File: config.mk
export PLATFORM = sky130hd
export DESIGN_NAME = tjm_mux
export DESIGN_NICKNAME = d
export VERILOG_FILES = /design/src/tjm_pkg.sv /design/src/tjm_estore.sv /design/src/tjm_mux.sv
export SDC_FILE = /design/constraint.sdc
export NUM_CORES = 1
export LEC_CHECK = 0
export BUFFER_PORTS_ARGS = -buffer_cell sky130_fd_sc_hd__buf_4
export CAP_MARGIN = 25
export CORE_UTILIZATION = 61
export CTS_CLUSTER_SIZE = 28
export DETAILED_ROUTE_END_ITERATION = 12
export PLACE_DENSITY = 0.86
export SYNTH_ARGS = -nofsm -noshare
export SYNTH_HDL_FRONTEND = slang
export SYNTH_SLANG_ARGS = --single-unit
File: constraint.sdc
create_clock -name mclk -period 5.86 [get_ports mclk]
set_input_delay 0 -clock mclk [delete_from_list [all_inputs] [get_ports mclk]]
set_output_delay 0 -clock mclk [all_outputs]
set_load 0.03 [all_outputs]
File: src/tjm_pkg.sv
package tjm_pkg;
    // ----------
    // frame layout
    // ----------
    localparam int POS_W       = 12;
    localparam int K_W         = 10;
    localparam int FRAME_BITS  = 2928;
    localparam int OVH_BITS    = 16;
    localparam int SLOT_COUNT  = 4;
    localparam int SLOT_BITS   = 728;
    localparam int C_COUNT     = 5;
    localparam int C_MAJ       = 3;
    localparam int C_BASE      = 100;
    localparam int C_STEP      = 120;
    localparam int J_IDX       = 600;
    localparam int TRIB_KBPS   = 34368;
    localparam int AGG_KBPS    = 139264;
    localparam int PPM_TOL     = 20;
    localparam logic [POS_W-1:0] FRAME_LAST = 12'(FRAME_BITS - 1);
    localparam logic [POS_W-1:0] OVH_POS    = 12'(OVH_BITS);
    localparam logic [K_W-1:0]   J_K        = 10'(J_IDX);
    localparam logic [2:0]       C_MAJ_W    = 3'(C_MAJ);

    // ----------
    // timing
    // ----------
    localparam int MCLK_HZ         = 10_000_000;
    localparam int AIS_TIME_US     = 900;
    localparam int AIS_CYCLES      = AIS_TIME_US * (MCLK_HZ / 1_000_000);
    localparam int RECOVERY_S      = 1;
    localparam int RECOVERY_CYCLES = RECOVERY_S * MCLK_HZ;

    // ----------
    // registers
    // ----------
    localparam logic [7:0] REG_CTRL   = 8'h00;
    localparam logic [7:0] REG_STATUS = 8'h04;
    localparam logic [7:0] REG_JUST   = 8'h08;
    localparam logic [7:0] REG_LEVEL  = 8'h0C;
    localparam int CTRL_SRC_ACT = 0;
    localparam int CTRL_SNK_ACT = 1;
    localparam logic [1:0] CTRL_RESET = 2'h0;
    localparam int ST_TRAIL    = 0;
    localparam int ST_ALARM    = 1;
    localparam int ST_SETTLED  = 2;
    localparam int ST_SRC_SLIP = 3;
    localparam int ST_SNK_SLIP = 4;
    localparam int LVL_SNK_LSB = 8;

    // ----------
    // decoding
    // ----------
    function automatic logic tjm_is_cbit(input logic [K_W-1:0] k);
        logic hit;
        hit = 1'b0;
        for (int n = 0; n < C_COUNT; n++) begin
            if (int'(k) == C_BASE + n * C_STEP) begin
                hit = 1'b1;
            end
        end
        return hit;
    endfunction
endpackage

File: src/tjm_estore.sv
`timescale 1ns/1ps
module tjm_estore #(
    parameter int AW = 5
) (
    // clock and reset
    input  wire logic        mclk,
    input  wire logic        reset_n,
    // store control
    input  wire logic        recenter,
    input  wire logic        wr_en,
    input  wire logic        wr_bit,
    input  wire logic        rd_en,
    // store state
    output logic             head_bit,
    output logic [AW:0]      level,
    output logic             slip
);
    import tjm_pkg::*;

    localparam int N = 1 << AW;
    localparam logic [AW:0]   LVL_FULL = (AW+1)'(N);
    localparam logic [AW:0]   LVL_MID  = (AW+1)'(N / 2);
    localparam logic [AW-1:0] PTR_MID  = AW'(N / 2);

    logic [N-1:0]  mem_r;
    logic [AW-1:0] wp_r;
    logic [AW-1:0] rp_r;
    logic [AW:0]   lvl_r;
    logic          slip_r;

    wire          overrun  = wr_en & ~rd_en & (lvl_r == LVL_FULL);
    wire          underrun = rd_en & ~wr_en & (lvl_r == '0);
    wire          resync   = recenter | overrun | underrun;
    wire [AW-1:0] wp_nxt   = wr_en ? wp_r + 1'b1 : wp_r;
    wire [AW-1:0] rp_nxt   = rd_en ? rp_r + 1'b1 : rp_r;
    wire [AW:0]   lvl_nxt  = (wr_en & ~rd_en) ? lvl_r + 1'b1 :
                             (rd_en & ~wr_en) ? lvl_r - 1'b1 : lvl_r;

    // a slip re-centres at once: one burst of errors beats a stuck store
    always_ff @(posedge mclk or negedge reset_n) begin
        if (!reset_n) begin
            mem_r  <= '0;
            wp_r   <= PTR_MID;
            rp_r   <= '0;
            lvl_r  <= LVL_MID;
            slip_r <= 1'b0;
        end else begin
            if (wr_en) begin
                mem_r[wp_r] <= wr_bit;
            end
            wp_r   <= wp_nxt;
            slip_r <= overrun | underrun;
            rp_r   <= resync ? wp_nxt - PTR_MID : rp_nxt;
            lvl_r  <= resync ? LVL_MID : lvl_nxt;
        end
    end

    assign head_bit = mem_r[rp_r];
    assign level    = lvl_r;
    assign slip     = slip_r;
endmodule // tjm_estore

File: src/tjm_mux.sv
// Notes on behaviour
// - map one tributary into chosen slot
// - source store written on tributary clock
// - source store read at slot payload times
// - justification skips one read, stuffs opportunity
// - control bits carry decision at fixed places
// - source error free within 20 ppm
// - slot index parameter from one to four
// - drive aggregate only while source active
// - majority of control bits decides opportunity
// - sink store written with gapped slot bits
// - sink read by smoothed level-steered strobe
// - inactive sink sends ones, hides sink status
// - trail fail forces ones and server fail
// - all-ones stream keeps the smoothed rate
// - sink settles within bounded recovery time
// - sink error free within 20 ppm
// - frame 2928 bits, 16 bit overhead
`timescale 1ns/1ps
module tjm_mux #(
    parameter int SLOT       = 1,
    parameter int SRC_AW     = 5,
    parameter int SNK_AW     = 5,
    parameter int NCO_W      = 16,
    parameter int NCO_STEP   = 4096,
    parameter int NCO_TRIM   = 64,
    parameter int ALARM_CYC  = tjm_pkg::AIS_CYCLES,
    parameter int SETTLE_CYC = tjm_pkg::RECOVERY_CYCLES
) (
    // clock and reset
    input  wire logic        mclk,
    input  wire logic        reset_n,
    // apb slave
    input  wire logic        psel,
    input  wire logic        penable,
    input  wire logic        pwrite,
    input  wire logic [7:0]  paddr,
    input  wire logic [31:0] pwdata,
    output logic [31:0]      prdata,
    output logic             pready,
    output logic             pslverr,
    // tributary input pins
    input  wire logic        trib_clk_in,
    input  wire logic        trib_data_in,
    // aggregate pins
    input  wire logic        aggregate_timing_clock,
    input  wire logic        aggregate_frame_start,
    input  wire logic        agg_data_in,
    output logic             agg_data_out,
    output logic             agg_data_oe,
    // trail state
    input  wire logic        trail_fail_in,
    output logic             server_fail_out,
    output logic             alarm_insert_action,
    // recovered tributary
    output logic             trib_clk_out,
    output logic             tributary_data_out
);
    import tjm_pkg::*;

    localparam logic [1:0] SLOT_SEL = 2'(SLOT - 1);
    localparam logic [SRC_AW:0] SRC_MID = (SRC_AW+1)'(1 << (SRC_AW - 1));
    localparam logic [SNK_AW:0] SNK_MID = (SNK_AW+1)'(1 << (SNK_AW - 1));
    localparam logic [NCO_W:0] STEP_NOM  = (NCO_W+1)'(NCO_STEP);
    localparam logic [NCO_W:0] STEP_FAST = (NCO_W+1)'(NCO_STEP + NCO_TRIM);
    localparam logic [NCO_W:0] STEP_SLOW = (NCO_W+1)'(NCO_STEP - NCO_TRIM);

    // ----------
    // pin synchronisers
    // ----------
    logic [5:0] sync1_r;
    logic [5:0] sync2_r;
    logic       tclk_d_r;
    logic       aclk_d_r;

    wire [5:0] pins_raw = {trib_clk_in, trib_data_in, aggregate_timing_clock,
                           aggregate_frame_start, agg_data_in, trail_fail_in};

    always_ff @(posedge mclk or negedge reset_n) begin
        if (!reset_n) begin
            sync1_r  <= '0;
            sync2_r  <= '0;
            tclk_d_r <= 1'b0;
            aclk_d_r <= 1'b0;
        end else begin
            sync1_r  <= pins_raw;
            sync2_r  <= sync1_r;
            tclk_d_r <= sync2_r[5];
            aclk_d_r <= sync2_r[3];
        end
    end

    wire trib_tick = sync2_r[5] & ~tclk_d_r;
    wire trib_d_s  = sync2_r[4];
    wire agg_tick  = sync2_r[3] & ~aclk_d_r;
    wire fs_s      = sync2_r[2];
    wire agg_d_s   = sync2_r[1];
    wire trail_s   = sync2_r[0];

    // ----------
    // frame position
    // ----------
    logic [POS_W-1:0] pos_r;

    wire [POS_W-1:0] pos_inc = (pos_r == FRAME_LAST) ? '0 : pos_r + 1'b1;
    wire [POS_W-1:0] cur_pos = fs_s ? '0 : pos_inc;
    wire [POS_W-1:0] pay_pos = cur_pos - OVH_POS;
    wire             in_slot = (cur_pos >= OVH_POS) && (pay_pos[1:0] == SLOT_SEL);
    wire [K_W-1:0]   k_idx   = pay_pos[POS_W-1:2];
    wire             k0_bit  = in_slot && (k_idx == '0);
    wire             c_bit   = in_slot && tjm_is_cbit(k_idx);
    wire             j_bit   = in_slot && (k_idx == J_K);
    wire             d_bit   = in_slot && !c_bit && !j_bit;

    always_ff @(posedge mclk or negedge reset_n) begin
        if (!reset_n) begin
            pos_r <= FRAME_LAST;
        end else if (agg_tick) begin
            pos_r <= cur_pos;
        end
    end

    // ----------
    // control registers
    // ----------
    logic [1:0]  ctrl_r;
    logic [1:0]  sticky_r;
    logic [31:0] prdata_r;
    logic [15:0] just_cnt_r;
    logic [23:0] settle_r;

    wire src_act = ctrl_r[CTRL_SRC_ACT];
    wire snk_act = ctrl_r[CTRL_SNK_ACT];

    // ----------
    // source side
    // ----------
    logic             just_r;
    logic             out_r;
    logic             oe_r;
    logic             c_out_r;
    logic             j_out_r;
    logic             src_head;
    logic [SRC_AW:0]  src_lvl;
    logic             src_slip;

    // read only at slot payload times
    wire src_rd = src_act && agg_tick && (d_bit || (j_bit && !just_r));

    // store depth absorbs 20 ppm drift
    tjm_estore #(.AW(SRC_AW)) u_src_store (
        .mclk     (mclk),
        .reset_n  (reset_n),
        .recenter (!src_act),
        .wr_en    (trib_tick),
        .wr_bit   (trib_d_s),
        .rd_en    (src_rd),
        .head_bit (src_head),
        .level    (src_lvl),
        .slip     (src_slip)
    );

    always_ff @(posedge mclk or negedge reset_n) begin
        if (!reset_n) begin
            just_r     <= 1'b0;
            just_cnt_r <= '0;
        // justify when the store runs low
        end else if (src_act && agg_tick && k0_bit) begin
            just_r     <= (src_lvl < SRC_MID);
            just_cnt_r <= just_cnt_r + 16'((src_lvl < SRC_MID) ? 1 : 0);
        end
    end

    // the point is shared; only the active source may drive
    always_ff @(posedge mclk or negedge reset_n) begin
        if (!reset_n) begin
            out_r   <= 1'b0;
            oe_r    <= 1'b0;
            c_out_r <= 1'b0;
            j_out_r <= 1'b0;
        end else if (!src_act) begin
            oe_r <= 1'b0;
        end else if (agg_tick) begin
            oe_r    <= in_slot;
            c_out_r <= c_bit;
            j_out_r <= j_bit;
            // slot payload bits from the store
            out_r   <= c_bit ? just_r : (j_bit && just_r) ? 1'b0 : src_head;
        end
    end

    assign agg_data_out = out_r;
    assign agg_data_oe  = oe_r;

    // ----------
    // sink side
    // ----------
    logic [2:0]       ones_r;
    logic [NCO_W-1:0] acc_r;
    logic             stb_r;
    logic             dout_r;
    logic             snk_head;
    logic [SNK_AW:0]  snk_lvl;
    logic             snk_slip;

    // majority of ones marks a stuff bit
    wire maj_stuff = (ones_r >= C_MAJ_W);
    wire snk_wr = snk_act && agg_tick && (d_bit || (j_bit && !maj_stuff));
    wire need_ones = !snk_act || trail_s;

    wire [NCO_W:0] step_w = (snk_lvl > SNK_MID) ? STEP_FAST :
                            (snk_lvl < SNK_MID) ? STEP_SLOW : STEP_NOM;
    wire [NCO_W:0] nco_sum = {1'b0, acc_r} + step_w;
    wire           nco_carry = nco_sum[NCO_W];

    // recentre while inactive and on slip
    // store depth absorbs 20 ppm drift
    tjm_estore #(.AW(SNK_AW)) u_snk_store (
        .mclk     (mclk),
        .reset_n  (reset_n),
        .recenter (!snk_act),
        .wr_en    (snk_wr),
        .wr_bit   (agg_d_s),
        .rd_en    (nco_carry && snk_act),
        .head_bit (snk_head),
        .level    (snk_lvl),
        .slip     (snk_slip)
    );

    always_ff @(posedge mclk or negedge reset_n) begin
        if (!reset_n) begin
            ones_r <= '0;
        end else if (agg_tick && k0_bit) begin
            ones_r <= '0;
        end else if (agg_tick && c_bit) begin
            ones_r <= ones_r + 3'(agg_d_s);
        end
    end

    always_ff @(posedge mclk or negedge reset_n) begin
        if (!reset_n) begin
            acc_r  <= '0;
            stb_r  <= 1'b0;
            dout_r <= 1'b1;
        end else begin
            acc_r <= nco_sum[NCO_W-1:0];
            stb_r <= nco_carry;
            if (nco_carry) begin
                dout_r <= need_ones | snk_head;
            end
        end
    end

    assign trib_clk_out        = stb_r;
    assign tributary_data_out  = dout_r;
    assign server_fail_out     = trail_s;
    assign alarm_insert_action = trail_s;

    // recovery timer after the last slip
    wire settled = (int'(settle_r) >= SETTLE_CYC);

    always_ff @(posedge mclk or negedge reset_n) begin
        if (!reset_n) begin
            settle_r <= '0;
        end else if (snk_slip || !snk_act) begin
            settle_r <= '0;
        end else if (!settled) begin
            settle_r <= settle_r + 1'b1;
        end
    end

    // ----------
    // apb slave
    // ----------
    wire apb_setup = psel && !penable;
    wire apb_acc   = psel && penable;
    wire hit       = (paddr == REG_CTRL) || (paddr == REG_STATUS) ||
                     (paddr == REG_JUST) || (paddr == REG_LEVEL);
    wire wr_ctrl   = apb_acc && pwrite && (paddr == REG_CTRL);
    wire wr_stat   = apb_acc && pwrite && (paddr == REG_STATUS);
    wire [1:0] clr = wr_stat ? {pwdata[ST_SNK_SLIP], pwdata[ST_SRC_SLIP]} : 2'h0;
    wire [1:0] sticky_nxt = (sticky_r & ~clr) | {snk_slip, src_slip};

    wire [31:0] stat_word = 32'({sticky_r[1] & snk_act, sticky_r[0],
                                 settled & snk_act, trail_s & snk_act,
                                 trail_s & snk_act});
    wire [31:0] lvl_word  = (32'(snk_lvl) << LVL_SNK_LSB) | 32'(src_lvl);
    wire [31:0] rd_word   = (paddr == REG_CTRL)   ? 32'(ctrl_r)     :
                            (paddr == REG_STATUS) ? stat_word       :
                            (paddr == REG_JUST)   ? 32'(just_cnt_r) :
                            (paddr == REG_LEVEL)  ? lvl_word        : 32'h0000_0000;

    // a new slip on the clearing edge survives the clear
    always_ff @(posedge mclk or negedge reset_n) begin
        if (!reset_n) begin
            ctrl_r   <= CTRL_RESET;
            sticky_r <= '0;
            prdata_r <= '0;
        end else begin
            sticky_r <= sticky_nxt;
            if (wr_ctrl) begin
                ctrl_r <= pwdata[1:0];
            end
            if (apb_setup) begin
                prdata_r <= rd_word;
            end
        end
    end

    assign prdata  = prdata_r;
    assign pready  = apb_acc;
    assign pslverr = apb_acc && !hit;

    // ----------
    // checks
    // ----------
    logic [15:0] ais_wait_r;

    always_ff @(posedge mclk or negedge reset_n) begin
        if (!reset_n) begin
            ais_wait_r <= '0;
        end else begin
            ais_wait_r <= (need_ones && !dout_r) ? ais_wait_r + 1'b1 : '0;
        end
    end
endmodule // tjm_mux

==> results.sh <==
export IMPL_syn2layout_area_growth_pct=11.1
export IMPL_arrival_ns=5.38
export IMPL_ioPinCount=91
export IMPL_fp_coreArea_mm2=0.0180
export IMPL_total_leakage_power_nw=5.52
export IMPL_ys_seq_area_frac=0.452
export IMPL_critPathLaunchType="register"
export IMPL_drive_above_1_share=0.173
export IMPL_grt_overflow=0
export IMPL_status="finished, final reports clean"
export IMPL_cts_tree="done"
export IMPL_nets=1197
export IMPL_vias=8320
export IMPL_hold_path_class="input port to register"
export IMPL_required_ns=6.28
export IMPL_dp_cells=1291
export IMPL_numClockSinks=202
export IMPL_cts_resized=0
export IMPL_critPathMaxFanout=11
export IMPL_synth_cell_area_mm2=0.0112
export IMPL_tightest_slew_ns=0.977
export IMPL_antenna_cells=0
export IMPL_dp_slack_ns=1.12
export IMPL_critical_path_class="register to register"
export IMPL_wl_per_cell_um=17.9
export IMPL_die_height_um=138
export IMPL_setup_viol=0
export IMPL_synthCells=1077
export IMPL_power_density_mw_per_mm2=296
export IMPL_avgSynthCellArea_um2=10.4
export IMPL_synth_top_area_frac=0.419
export IMPL_synth_most_common_cell="dfrtp_1"
export IMPL_ys_ff_latch=202
export IMPL_ys_flop_type="dfrtp_1"
export IMPL_h_tree_depth=1
export IMPL_crit_buf_inv=1
export IMPL_async_flop_share=1.00
export IMPL_rows=49
export IMPL_fin_cells=1349
export IMPL_maxSlewHeadroom=0.347
export IMPL_endpoint_kind="register"
export IMPL_drtIter0Drc=649
export IMPL_power_mw=3.69
export IMPL_initial_core_util=0.624
export IMPL_holdWs_ns=0.0142
export IMPL_grt_max_degree=127
export IMPL_fp_dieW_um=138
export IMPL_clockBufferDepth=3
export IMPL_drc=0
export IMPL_slew_viol_final=0
export IMPL_fin_area_mm2=0.0125
export IMPL_slowest_stage="dfstp_2"
export IMPL_rsz0062_at_grt="no"
export IMPL_cts_root_buf="clkbuf_16"
export IMPL_routabilityCongestion=0.927
export IMPL_n_fill_cell=1258
export IMPL_viasPerCell=6.17
export IMPL_die_area_mm2=0.0189
export IMPL_hold_viol=0
export IMPL_ir_worst_vdd_mv=0.246
export IMPL_fmax_mhz=202
export IMPL_maxCapViolations=0
export IMPL_synth_edf_count=0
export IMPL_setup_tns_ns=0
export IMPL_synth_common_cells="dfrtp_1 (188), nor2_1 (90), nand2_1 (86), nand3_1 (57), mux2_2 (53)"
export IMPL_cts_buffers=22
export IMPL_clock_skew_ns=0.0128
export IMPL_port_buffer_count=46
export IMPL_slowest_delay_ns=0.63
export IMPL_fin_util=0.694
export IMPL_setup_ws_ns=0.900
export IMPL_wirelength_um=24100
export IMPL_yosysTopAreaCell="dfrtp_1"
export IMPL_synth_warnings=0
export IMPL_ant_nets=0
export IMPL_synth_area_leaders="dfrtp_1 (42%), mux2_2 (5.3%), ha_1 (4.0%)"
export IMPL_dr_pass1_iters=5
export IMPL_placedInstanceArea_mm2=0.0115
export IMPL_period_share=0.846
export IMPL_path_cells="ha_1, and4_1, a21oi_1, o32a_1, a211oi_1, nand4_1, nand4_2, ha_1, inv_1, ha_1, a21o_1, a21oi_1, o21bai_1, a21oi_1, xnor2_1, or3_1, a21oi_1"
export IMPL_clk_latency_ns=0.50
export IMPL_grt_usage=0.269
export IMPL_path_delay_family="compound AO/OA/AOI/OAI gates"
export IMPL_grt_pass1_wl_um=40400
export IMPL_grt_pass1_vias=8237
export IMPL_antenna_found_initial=0
export IMPL_fin_crit_ns=4.96
export IMPL_clkTransAtPathRegs_ns=0.06
export IMPL_dp_hpwl_um=15800
export IMPL_yosysUniqueCellTypes=76
export IMPL_crit_path_frequent_cell="a21oi_1"
## power breakdown
part | leakage (nW) | switching [mW] | internal, mW | total (mW)
combinational | 2.51 | 0.299 | 0.295 | 0.594
sequential | 2.65 | 0.179 | 1.54 | 1.72
clock | 0.358 | 0.533 | 0.844 | 1.38
total | 5.52 | 1.01 | 2.68 | 3.69
## layer usage
layer,wire [µm],track usage,up-vias,share of wire
met1,10400,0.360,4122,0.43
met5,0,0,-,0
met2,11800,0.444,314,0.49
met3,1420,0.0464,50,0.059
met4,507,0.0861,0,0.021
li1,-,-,3834,-
## layout make-up
class,count,area [µm²],share of cell area
Multi-Input combinational cell,768,5590,0.449
Sequential cell,202,5070,0.407
Clock buffer,35,691,0.0554
Timing Repair Buffer,71,627,0.0503
Tap cell,229,287,0.0230
Inverter,42,158,0.0126
Clock inverter,2,35.0,0.00281
## tightest hold or removal path, delay by kind of cell
| kind | cells | cell delay (ns) |
|---|---|---|
| buffers and inverters | 1 | 0.08 |
| AO/OA/AOI/OAI | 2 | 0.19 |
| AND/OR/NAND/NOR | 2 | 0.20 |
## final timing paths
path | start | endpoint | slack, ns | depth (start not counted)
max | pos_r[0] | u_src_store.level[5] | 0.90 | 17
min | paddr[1] | prdata[1] | 0.01 | 5
max reg2reg | pos_r[0] | u_src_store.level[5] | 0.90 | 17
min reg2reg | sync1_r[4] | sync2_r[4] | 0.35 | 0
max in group asynchronous | reset_n | settle_r[3] | 4.62 | 4
min in group asynchronous | reset_n | just_r | 0.43 | 3
## cells in the final DEF, fill, tap and decap left out, drive strengths merged, types with 5 or more instances in the layout
master,count
dfrtp,188
nor2,90
nand2,86
mux2,75
nand3,58
buf,51
o21ai,44
inv,42
a21oi,36
xnor2,36
ha,36
clkbuf,36
xor2,34
nor3,29
nand4,22
mux4,20
dlygate4sd3,19
and2,16
conb,16
mux2i,14
dfstp,14
nor3b,12
and3,10
a21o,10
a22o,9
a31oi,8
nand2b,8
nor4,8
nor2b,7
o31ai,7
or3,7
o211ai,6
a211oi,5
or2,5
## kinds of logic (layout without fill, tap and decap cells)
kind of cell,after synthesis,in the layout,synth area share
compound gates,161,161,0.0946
xor+xnor,70,70,0.0547
fa+ha+maj,39,39,0.0455
buf+inv,122,150,0.0541
flops,202,202,0.452
mux,109,109,0.129
other cells,1,16,0.000334
simple gates,373,373,0.170
## flip-flops by register name (all words and copies together) (netlist names), 10 cells and up
| signal | cells |
|---|---|
| acc_r | 10 |
| u_src_store.mem_r | 32 |
| settle_r | 24 |
| prdata | 16 |
| pos_r | 12 |
| u_snk_store.mem_r | 32 |
| just_cnt_r | 16 |
## what timing repair did
item	4_1_cts	5_1_grt
endpoints found under the setup margin	0	0
hold endpoints to repair	135	4
buffers inserted	0	0
hold buffers	18	1
Note: power is estimated with default switching activity, not from simulation.
